<file path="config.mk">
export PLATFORM = sky130hd
export DESIGN_NAME = mnh_node_cmd
export DESIGN_NICKNAME = d
export VERILOG_FILES = /design/src/inc/mnh_pkg.sv /design/src/design/mnh_node_cmd.sv
export SDC_FILE = /design/constraint.sdc
export NUM_CORES = 2
export LEC_CHECK = 0
export BUFFER_PORTS_ARGS = -buffer_cell sky130_fd_sc_hd__clkbuf_2
export CELL_PAD_IN_SITES_DETAIL_PLACEMENT = 0
export CELL_PAD_IN_SITES_GLOBAL_PLACEMENT = 1
export CORE_MARGIN = 2
export CORE_UTILIZATION = 45
export DETAILED_ROUTE_END_ITERATION = 16
export PLACE_DENSITY = 0.76
export SYNTH_ARGS = -nofsm -noshare
export SYNTH_HDL_FRONTEND = slang
export SYNTH_SLANG_ARGS = --single-unit
export TNS_END_PERCENT = 5
</file>
<file path="constraint.sdc">
create_clock -name aclk -period 4.3 [get_ports aclk]
set_input_delay 0.86 -clock aclk [delete_from_list [all_inputs] [get_ports aclk]]
set_output_delay 0.86 -clock aclk [all_outputs]
set_load 0.005 [all_outputs]
</file>
<file path="src/inc/mnh_pkg.sv">
// Constants and types for the mesh node command handler
// Assumes one clock domain at 250 MHz and a 32-bit register bus
package mnh_pkg;
    localparam int unsigned CLK_MHZ  = 250;
    localparam int unsigned TICK_US  = 1000;
    localparam int unsigned MS_CYC   = CLK_MHZ * TICK_US;
    localparam int unsigned AXI_AW   = 12;
    localparam int unsigned DATA_MAX = 256;
    localparam int unsigned RXB_N    = 40;
    localparam int unsigned CFG_N    = 64;
    localparam int unsigned GRP_N    = 8;
    localparam int unsigned GPIO_N   = 8;
    localparam int unsigned PAIR_N   = 16;
    localparam int unsigned RPL_N    = 20;
    // Command byte positions, zero based
    localparam int unsigned B_LEN = 0, B_DST = 1, B_TAG = 5, B_TYPE = 6;
    localparam int unsigned B_CODE = 7, B_D1 = 8, B_D2 = 9;
    // Reply byte positions, zero based
    localparam int unsigned P_NET = 1, P_NODE = 5, P_TYPE = 16;
    localparam int unsigned P_DET = 17, P_MSB = 18, P_LSB = 19;
    localparam logic [7:0] LEN_CTRL = 8'h0A, LEN_CFG = 8'h28, RPL_LEN = 8'h14;
    localparam logic [7:0] PT_CMD = 8'h03, PT_EVT = 8'h02, ALL1 = 8'hFF;
    localparam logic [7:0] EVT_ACK = 8'h10, EVT_NAK = 8'h11;
    localparam logic [7:0] C_SET = 8'h01, C_PWM = 8'h02, C_CFGW = 8'h03;
    localparam logic [7:0] C_CFGM = 8'h05, C_TOG = 8'h08, C_QLO = 8'h10;
    localparam logic [7:0] C_QHI = 8'h14, C_RST = 8'h15, C_PATH = 8'h16;
    localparam logic [7:0] PWM_MAX = 8'h64;
    localparam logic [7:0] RSN_NONE = 8'h00, RSN_CODE = 8'h01, RSN_RANGE = 8'h02;
    localparam logic [7:0] RSN_LEN = 8'h03, RSN_LOCK = 8'h04;
    // Configuration memory map
    localparam logic [7:0] CA_CHAN = 8'h01, CA_RATE = 8'h02, CA_NODE = 8'h04;
    localparam logic [7:0] CA_NET = 8'h08, CA_GRP = 8'h10, CA_GPIO = 8'h18;
    localparam logic [7:0] CA_GAP = 8'h20, FN_OUT = 8'h01;
    localparam logic [31:0] NET_DFLT = 32'h0000_0000;
    // Register offsets and control bits
    localparam logic [11:0] A_CTRL = 12'h000, A_STAT = 12'h004, A_OUT = 12'h008;
    localparam logic [3:0] A_CFG_HI = 4'h1;
    localparam int unsigned CB_GW = 0, CB_ACK = 1, CB_HS = 2;
    localparam logic [1:0] RESP_OK = 2'b00, RESP_ERR = 2'b10;
    typedef enum logic [1:0] {
        ST_COLLECT = 2'b00,
        ST_CHECK   = 2'b01,
        ST_CFGW    = 2'b10,
        ST_REPLY   = 2'b11
    } mnh_state_e;
endpackage

</file>
<file path="src/design/mnh_node_cmd.sv">
// Packet framing, address filter, command check and execution, event reply
// Assumes serial and mesh bytes arrive on aclk from neighbouring logic
//
// The register addresses and register access over AXI4-Lite were decided locally.
`timescale 1ns/100ps
module mnh_node_cmd #(
    parameter int unsigned MS_CYCLES = mnh_pkg::MS_CYC
) (
    input  wire  logic                        aclk,
    input  wire  logic                        aresetn,
    input  wire  logic [mnh_pkg::AXI_AW-1:0]  awaddr,
    input  wire  logic                        awvalid,
    output logic                              awready,
    input  wire  logic [31:0]                 wdata,
    input  wire  logic [3:0]                  wstrb,
    input  wire  logic                        wvalid,
    output logic                              wready,
    output logic [1:0]                        bresp,
    output logic                              bvalid,
    input  wire  logic                        bready,
    input  wire  logic [mnh_pkg::AXI_AW-1:0]  araddr,
    input  wire  logic                        arvalid,
    output logic                              arready,
    output logic [31:0]                       rdata,
    output logic [1:0]                        rresp,
    output logic                              rvalid,
    input  wire  logic                        rready,
    input  wire  logic                        ser_valid,
    input  wire  logic [7:0]                  ser_byte,
    input  wire  logic                        net_valid,
    input  wire  logic [7:0]                  net_byte,
    input  wire  logic                        net_last,
    output logic                              tx_valid,
    output logic [7:0]                        tx_byte,
    input  wire  logic                        tx_ready,
    output logic                              data_valid,
    output logic [7:0]                        data_byte,
    output logic                              data_end,
    output logic [mnh_pkg::GPIO_N-1:0]        gpio_out,
    output logic [mnh_pkg::GPIO_N-1:0]        gpio_oe,
    output logic [7:0]                        pwm_duty,
    output logic                              cfg_mode_req,
    output logic                              reset_req,
    output logic                              query_req,
    output logic [7:0]                        query_code
);
    import mnh_pkg::*;
    localparam int unsigned MSW = $clog2(MS_CYCLES);

    mnh_state_e     st;
    mnh_state_e     next_st;
    logic [7:0]     rxb [RXB_N];
    logic [7:0]     cfg [CFG_N];
    logic [7:0]     cnt;
    logic [2:0]     ctrl;
    logic [MSW-1:0] fr_cnt;
    logic [MSW-1:0] gp_cnt;
    logic [8:0]     gap_ms;
    logic           gap_seen;
    logic [8:0]     dcnt;
    logic [7:0]     lvl;
    logic [7:0]     tmask;
    logic [7:0]     tms;
    logic [3:0]     pi;
    logic           rpl_q;
    logic           ack_q;
    logic [7:0]     rsn_q;
    logic [7:0]     drops;
    logic [4:0]     tx_pos;
    logic [PAIR_N-1:0] pv;
    logic           bad_rng;
    logic           bad_lock;
    logic           grp_hit;
    logic [7:0]     rb;
    logic           aw_got;
    logic           w_got;
    logic [AXI_AW-1:0] waddr;
    logic [31:0]    wdat;
    logic [3:0]     wstb;

    ////////////////////////////////////////////////////////////////////////
    // Millisecond ticks and serial gap timer
    wire fr_tick = fr_cnt == MSW'(MS_CYCLES - 1);
    wire gp_tick = gp_cnt == MSW'(MS_CYCLES - 1);
    wire [8:0] gap_lim = {1'b0, cfg[CA_GAP[5:0]]};
    wire gap_exp = gap_ms > gap_lim;
    wire gap_hit = gap_exp && !gap_seen;

    always_ff @(posedge aclk) begin
        if (!aresetn) begin
            fr_cnt   <= '0;
            gp_cnt   <= '0;
            gap_ms   <= '0;
            gap_seen <= 1'b1;
        end else begin
            fr_cnt   <= fr_tick ? '0 : fr_cnt + 1'b1;
            gp_cnt   <= (ser_valid || gp_tick) ? '0 : gp_cnt + 1'b1;
            gap_ms   <= ser_valid ? '0 : gap_ms + 9'(gp_tick && !(&gap_ms));
            gap_seen <= !ser_valid && (gap_seen || gap_exp);
        end
    end

    ////////////////////////////////////////////////////////////////////////
    // Frame collection
    wire       gw   = ctrl[CB_GW];
    wire       in_v = gw ? ser_valid : net_valid;
    wire [7:0] in_b = gw ? ser_byte : net_byte;
    wire       f_end = gw ? (gap_hit && cnt != 8'h00) : (net_valid && net_last);
    wire       col  = st == ST_COLLECT;

    always_ff @(posedge aclk) begin
        if (col && in_v && cnt < 8'(RXB_N))
            rxb[cnt[5:0]] <= in_b;
    end

    always_ff @(posedge aclk) begin
        if (!aresetn || !col)
            cnt <= '0;
        else if (in_v && cnt != ALL1)
            cnt <= cnt + 1'b1;
    end

    ////////////////////////////////////////////////////////////////////////
    // Address filter
    wire [31:0] dst  = {rxb[B_DST], rxb[B_DST+1], rxb[B_DST+2], rxb[B_DST+3]};
    wire [31:0] node = {cfg[4], cfg[5], cfg[6], cfg[7]};
    wire [31:0] net  = {cfg[8], cfg[9], cfg[10], cfg[11]};
    wire top3  = dst[31:8] == {ALL1, ALL1, ALL1};
    wire is_bc = top3 && dst[7:0] == ALL1;
    wire own   = dst == node;
    wire multi = top3 && !own;
    wire hit   = gw ? (own || node == '0)
                    : (own || is_bc || (top3 && grp_hit));

    always_comb begin
        grp_hit = 1'b0;
        for (int g = 0; g < GRP_N; g++)
            if (cfg[CA_GRP[5:0] + 6'(g)] == dst[7:0] && dst[7:0] != 8'h00)
                grp_hit = 1'b1;
    end

    ////////////////////////////////////////////////////////////////////////
    // Command check
    wire [7:0] code = rxb[B_CODE];
    wire [7:0] d1   = rxb[B_D1];
    wire [7:0] d2   = rxb[B_D2];
    wire [7:0] tag  = rxb[B_TAG];
    wire len_ok = rxb[B_LEN] == cnt && cnt <= 8'(RXB_N);
    wire frm_ok = len_ok && rxb[B_TYPE] == PT_CMD && hit;
    wire is_q   = (code >= C_QLO && code <= C_QHI) || code == C_PATH;
    wire is_cfg = code == C_CFGW;
    wire is_ctl = code == C_SET || code == C_PWM || code == C_CFGM
               || code == C_TOG || code == C_RST || is_q;
    wire unlocked = net == NET_DFLT;

    always_comb begin
        logic       run;
        logic [7:0] a;
        a        = 8'h00;
        run      = 1'b1;
        bad_rng  = 1'b0;
        bad_lock = 1'b0;
        for (int j = 0; j < PAIR_N; j++) begin
            a = rxb[B_D1 + 2*j];
            if (a == 8'h00)
                run = 1'b0;
            pv[j] = run;
            if (run && a >= 8'(CFG_N))
                bad_rng = 1'b1;
            if (run && !unlocked && (a == CA_CHAN || a == CA_RATE
                    || (a >= CA_NODE && a < CA_GRP)))
                bad_lock = 1'b1;
        end
    end

    wire [7:0] rsn = (!is_ctl && !is_cfg) ? RSN_CODE
                   : (rxb[B_LEN] != (is_cfg ? LEN_CFG : LEN_CTRL)) ? RSN_LEN
                   : ((code == C_PWM && d1 > PWM_MAX) || (is_cfg && bad_rng)) ? RSN_RANGE
                   : (is_cfg && bad_lock) ? RSN_LOCK
                   : RSN_NONE;
    wire rpl_want = gw ? ctrl[CB_HS]
                       : ctrl[CB_ACK] && (!multi || tag[7]);
    wire chk = st == ST_CHECK;
    wire exe = chk && frm_ok && rsn == RSN_NONE;

    ////////////////////////////////////////////////////////////////////////
    // Sequencer
    wire tx_go = tx_valid && tx_ready;

    always_comb begin
        next_st = st;
        unique case (st)
            ST_COLLECT: if (f_end) next_st = ST_CHECK;
            ST_CHECK: begin
                if (!frm_ok)
                    next_st = ST_COLLECT;
                else if (exe && is_cfg)
                    next_st = ST_CFGW;
                else
                    next_st = rpl_want ? ST_REPLY : ST_COLLECT;
            end
            ST_CFGW: if (pi == 4'(PAIR_N - 1)) next_st = rpl_q ? ST_REPLY : ST_COLLECT;
            ST_REPLY: if (tx_go && tx_pos == 5'(RPL_N - 1)) next_st = ST_COLLECT;
        endcase
    end

    always_ff @(posedge aclk) begin
        if (!aresetn) begin
            st    <= ST_COLLECT;
            pi    <= '0;
            rpl_q <= 1'b0;
            ack_q <= 1'b0;
            rsn_q <= RSN_NONE;
            drops <= '0;
        end else begin
            st <= next_st;
            pi <= (st == ST_CFGW) ? pi + 1'b1 : '0;
            if (chk) begin
                rpl_q <= rpl_want;
                ack_q <= rsn == RSN_NONE;
                rsn_q <= rsn;
                drops <= drops + 8'(!frm_ok);
            end
        end
    end

    ////////////////////////////////////////////////////////////////////////
    // Execution
    always_ff @(posedge aclk) begin
        if (!aresetn) begin
            lvl          <= '0;
            pwm_duty     <= '0;
            tmask        <= '0;
            tms          <= '0;
            cfg_mode_req <= 1'b0;
            reset_req    <= 1'b0;
            query_req    <= 1'b0;
            query_code   <= '0;
            gpio_out     <= '0;
        end else begin
            if (exe && code == C_SET)
                lvl <= (lvl & ~d2) | d1;
            if (exe && code == C_PWM)
                pwm_duty <= d1;
            if (exe && code == C_TOG) begin
                tmask <= d1;
                tms   <= d2;
            end else if (fr_tick && tms != 8'h00) begin
                tms <= tms - 1'b1;
            end
            cfg_mode_req <= exe && code == C_CFGM;
            reset_req    <= exe && code == C_RST;
            query_req    <= exe && is_q;
            if (exe && is_q)
                query_code <= code;
            gpio_out <= lvl | (tms != 8'h00 ? tmask : 8'h00);
        end
    end

    for (genvar gb = 0; gb < GPIO_N; gb++) begin : g_oe
        always_ff @(posedge aclk) begin
            if (!aresetn)
                gpio_oe[gb] <= 1'b0;
            else
                gpio_oe[gb] <= cfg[CA_GPIO[5:0] + 6'(gb)] == FN_OUT;
        end
    end

    ////////////////////////////////////////////////////////////////////////
    // Remote serial data path
    wire dfull = dcnt == 9'(DATA_MAX - 1);

    always_ff @(posedge aclk) begin
        if (!aresetn) begin
            data_valid <= 1'b0;
            data_byte  <= '0;
            data_end   <= 1'b0;
            dcnt       <= '0;
        end else begin
            data_valid <= !gw && ser_valid;
            data_byte  <= ser_byte;
            data_end   <= !gw && ((ser_valid && dfull) || (gap_hit && dcnt != '0));
            if (gw || (ser_valid && dfull) || gap_hit)
                dcnt <= '0;
            else if (ser_valid)
                dcnt <= dcnt + 1'b1;
        end
    end

    ////////////////////////////////////////////////////////////////////////
    // Reply stream
    wire        rpl_start = next_st == ST_REPLY && st != ST_REPLY;
    wire [4:0]  np = rpl_start ? 5'd0 : tx_pos + 1'b1;
    wire [63:0] hdr = {net, node};

    always_comb begin
        rb = 8'h00;
        if (np == 5'd0)
            rb = RPL_LEN;
        else if (np >= 5'(P_NET) && np < 5'(P_NODE + 4))
            rb = hdr[8*(9 - int'(np)) - 1 -: 8];
        else if (np == 5'(P_TYPE))
            rb = PT_EVT;
        else if (np == 5'(P_DET))
            rb = ack_q ? EVT_ACK : EVT_NAK;
        else if (np == 5'(P_MSB))
            rb = tag;
        else if (np == 5'(P_LSB))
            rb = rsn_q;
    end

    always_ff @(posedge aclk) begin
        if (!aresetn) begin
            tx_valid <= 1'b0;
            tx_byte  <= '0;
            tx_pos   <= '0;
        end else if (rpl_start || (tx_go && tx_pos != 5'(RPL_N - 1))) begin
            tx_valid <= 1'b1;
            tx_byte  <= rb;
            tx_pos   <= np;
        end else if (tx_go) begin
            tx_valid <= 1'b0;
        end
    end

    ////////////////////////////////////////////////////////////////////////
    // Register bus slave
    wire aw_hs  = awvalid && awready;
    wire w_hs   = wvalid && wready;
    wire ar_hs  = arvalid && arready;
    wire wr_do  = aw_got && w_got && !bvalid;
    wire w_ctrl = waddr == A_CTRL;
    wire w_cfg  = waddr[11:8] == A_CFG_HI && waddr[1:0] == 2'b00;
    wire r_cfg  = araddr[11:8] == A_CFG_HI && araddr[1:0] == 2'b00;
    wire r_ok   = r_cfg || araddr == A_CTRL || araddr == A_STAT || araddr == A_OUT;
    wire [31:0] rmux = r_cfg ? {24'h0, cfg[araddr[7:2]]}
                     : araddr == A_CTRL ? {29'h0, ctrl}
                     : araddr == A_STAT ? {14'h0, st, drops, rsn_q}
                     : araddr == A_OUT ? {8'h0, gpio_oe, pwm_duty, gpio_out}
                     : 32'h0;
    wire next_awg = (aw_got && !wr_do) || aw_hs;
    wire next_wg  = (w_got && !wr_do) || w_hs;

    always_ff @(posedge aclk) begin
        if (!aresetn) begin
            aw_got  <= 1'b0;
            w_got   <= 1'b0;
            awready <= 1'b0;
            wready  <= 1'b0;
            bvalid  <= 1'b0;
            bresp   <= RESP_OK;
            arready <= 1'b0;
            rvalid  <= 1'b0;
            rdata   <= '0;
            rresp   <= RESP_OK;
            ctrl    <= '0;
        end else begin
            aw_got  <= next_awg;
            w_got   <= next_wg;
            awready <= !next_awg;
            wready  <= !next_wg;
            if (wr_do) begin
                bvalid <= 1'b1;
                bresp  <= (w_ctrl || w_cfg) ? RESP_OK : RESP_ERR;
            end else if (bready) begin
                bvalid <= 1'b0;
            end
            if (wr_do && w_ctrl && wstb[0])
                ctrl <= wdat[2:0];
            arready <= !(ar_hs || (rvalid && !rready));
            if (ar_hs) begin
                rvalid <= 1'b1;
                rdata  <= rmux;
                rresp  <= r_ok ? RESP_OK : RESP_ERR;
            end else if (rready) begin
                rvalid <= 1'b0;
            end
        end
    end

    always_ff @(posedge aclk) begin
        if (aw_hs)
            waddr <= awaddr;
        if (w_hs) begin
            wdat <= wdata;
            wstb <= wstrb;
        end
    end

    ////////////////////////////////////////////////////////////////////////
    // Configuration memory, command write beats bus write
    wire [7:0] pa = rxb[B_D1 + 2*int'(pi)];
    wire [7:0] pd = rxb[B_D1 + 2*int'(pi) + 1];

    for (genvar gi = 0; gi < CFG_N; gi++) begin : g_cfg
        wire cw = st == ST_CFGW && pv[pi] && pa[5:0] == 6'(gi);
        wire bw = wr_do && w_cfg && wstb[0] && waddr[7:2] == 6'(gi);
        always_ff @(posedge aclk) begin
            if (!aresetn)
                cfg[gi] <= 8'h00;
            else if (cw)
                cfg[gi] <= pd;
            else if (bw)
                cfg[gi] <= wdat[7:0];
        end
    end
endmodule

</file>
==> out/metrics.yaml <==
outcome:
  status: "finished with violations"
  violations: "setup timing"
pwr:
  ir_drop_mv: 0.376
  p_total_uw: 25900
  power_density_mw_per_mm2: 376
  leakage_uw: 0.0253
clocking:
  h-tree-depth: 4
  cts_made_buffers: 134
  path_clk_slew_ns: 0.06
  cts_tree: "done"
  cts_buffer_depth: 3
  clock_latency_ns: 0.79
  root_buffer: "clkbuf_16"
  cts_setup_buffers: 0
  cts_num_sinks: 1222
global_routing:
  overflow: 0
  track_usage: 0.279
  grt_max_degree: 94
  grt_antenna_before_repair: 8
  grt_pass1_vias: 40100
  grt_pass1_wl_microns: 274000
timing:
  fin_crit_sh: 1.02
  tightest_slew_ns: 1.30
  setup_viol: 5
  totalNegativeSetupSlack_ns: -0.251
  grt_setup_unrepaired: "true"
  clock.fmax_mhz: 228
  fin_worst_skew_ns: 0.0399
  drv_slew: 0
  relSlewSlack: 0.128
  hold_viol: 0
  timing.final.crit_period_ns: 4.39
  setup_ws_ns: -0.0942
logic_synthesis:
  yosysTopAreaCell: "edfxtp_1"
  synth_top_area_share: 0.520
  synth_edf_count: 1021
  synth-main-ff-cell: "edfxtp_1"
  synth_seq_cells: 1222
  postSynth.asyncResetShare: 0
  syn_area_sq_mm: 0.0590
  syn_avg_cell_area_sq_um: 13.3
  synth_warnings: 0
  synth.top_cells.by_area: "edfxtp_1, mux4_2, dfxtp_1"
  synth.distinct_cells: 87
  ys_seq_area_frac: 0.588
  synthCells: 4424
floorplan:
  io_pins: 182
  rows: 132
  die_w_microns: 366
  initial_core_util: 0.454
  dieArea_sq_mm: 0.134
  fp.dieH_microns: 366
  core_sq_mm: 0.130
setup_path:
  path_buf_inv: 2
  critPathLaunchType: "register"
  endpoint_kind: "register"
  crit_type: "register to register"
  cp.depth: 18
  critPathMostFrequentCell: "o211ai_1"
  reg2reg_slack_ns: -0.09
  cpLargestDelayFamily: "compound AO/OA/AOI/OAI gates"
  path_cells: "or4_1 -> or2_4 -> buf_6 -> o211ai_1 -> o211ai_1 -> a211o_1 -> a211o_4 -> a21oi_4 -> nand2_2 -> ha_4 -> inv_2 -> nor2_1 -> nor3_1 -> o21a_1 -> a211o_1 -> o211ai_1 -> or4b_1 -> a211oi_2"
  required_ns: 5.00
  r2r_end: "tx_byte[1]$_SDFFE_PN0P_"
  cp_max_fo: 4
  cp.arrival_ns: 5.09
  slowest_stage: "or4_1"
  rr_worst_depth: 18
  rr_startpoint: "rxb[30][6]$_DFFE_PP_"
  cp_slowest_stage_delay_ns: 0.56
hold_path:
  worstHoldStart: "wdata[1]"
  hp-class: "input pin to register"
  hold_depth: 1
  min_to: "wdat[1]$_DFFE_PP_"
final_layout:
  syn_to_final_growth_pct: 17.0
  layout_commonest_cell: "edfxtp_1"
  final_nets: 5071
  drive_gt1_frac: 0.218
  layout_common_cells: "edfxtp_1, nand2_1, buf_4"
routing:
  remaining_drc_errors: 0
  vias: 41600
  viasPerCell: 6.11
  drtIter0Drc: 5672
  wl_per_cell_microns: 27.9
  detail-route-antenna-nets: 0
  drt_wl_total_microns: 190000
  dr.pass1.iters: 6
flow_run:
  drv_cap: 0
placement:
  numPortBuffers: 144
  place.gp.congestion: 0.959
  hpwl_microns: 132000
[flip-flops by register name, indices dropped and copies added (netlist names), 9 cells and up]
name and cells:
gap_ms 9, dcnt 9, rdata 24, gp_cnt 18, cfg 512, fr_cnt 18, rxb 488, waddr 12
[cell families (layout without fill, tap and decap cells)]
family | count (synthesis) | after routing | share of synthesized area
AOI/OAI and AO/OA | 574 | 574 | 0.0700
xor gates and xnor gates | 182 | 182 | 0.0270
adders and majority gates | 26 | 26 | 0.00552
buffers and inverters | 356 | 819 | 0.0243
DFF | 1222 | 1222 | 0.588
muxes | 642 | 642 | 0.174
other | 1 | 179 | 0.0000636
and+or+nand+nor | 1421 | 1421 | 0.111
[metal layers]
layer,global-route usage,vias up,share of wire
li1,-,17900,-
met1,0.385,20700,0.40
met2,0.427,2564,0.45
met3,0.0707,413,0.12
met4,0.104,6,0.040
met5,0,-,0.00019
[worst max path at each step]
stage                               from                       to  slack [ns]
floorplan            rxb[8][6]$_DFFE_PP_  tx_byte[1]$_SDFFE_PN0P_       -0.10
global placement    rxb[10][0]$_DFFE_PP_     cfg[38][7]$_DFFE_PP_       -0.31
detailed placement  rxb[10][1]$_DFFE_PP_     cfg[38][6]$_DFFE_PP_       -0.35
CTS                 rxb[30][5]$_DFFE_PP_  tx_byte[3]$_SDFFE_PN0P_       -0.07
global route        rxb[30][6]$_DFFE_PP_  tx_byte[1]$_SDFFE_PN0P_       -0.26
finish              rxb[30][6]$_DFFE_PP_  tx_byte[1]$_SDFFE_PN0P_       -0.09
[through the flow]
stage | cells | setup WS (ns) | instance area, sq um | hold WS (ns) | utilization
floorplan | 4601 | -0.103 | 59700 | 0.409 | -
global placement | 6564 | -0.310 | 64600 | 0.425 | 0.498
detailed placement | 6564 | -0.354 | 64600 | 0.436 | 0.498
CTS | 6806 | -0.0669 | 69000 | 0.225 | 0.531
global route | 6806 | -0.260 | 69000 | 0.234 | 0.532
finish | 6807 | -0.0942 | 69000 | 0.265 | 0.532
[where the power goes]
group	internal [uW]	total [uW]	leakage, uW	switching, uW
sequential	13100	13300	0.0116	169
clock	6380	11300	0.00206	4940
combinational	463	1320	0.0116	854
total	20000	25900	0.0253	5960
[cell usage after synthesis, drive strengths merged, types with 19 or more instances]
library cell,instances
inv,44
nor2b,26
o211ai,57
nor2,334
o21ai,113
mux2i,323
buf,88
ha,26
nand3b,23
dfxtp,201
a211oi,49
or4,25
mux4,306
nand2,622
nor4,78
clkbuf,222
nand4,57
xnor2,86
a22o,136
or3,19
nand3,74
xor2,96
edfxtp,1021
a21oi,85
nor3,40
and2,50
and3,31
[cell type report]
type                    instances  area (sq um)
flip-flops and latches       1222         34700
clock buffers                 163          3520
fillers                     10900         60800
inverters                      46           175
well taps                    1742          2180
repair buffers                531          4060
multi-input cells            3023         23600
clock inverters                79           743
diodes                          1          2.50
[what timing repair did]
action                                  4_1_cts  5_1_grt
pin swaps                                     3        1
resized for setup                            11        9
hold buffers                                  0        0
endpoints found under the setup margin      231       24
gates cloned                                  0        0
endpoints found under the hold margin         0        0
Power figures use the tool's default switching activity.
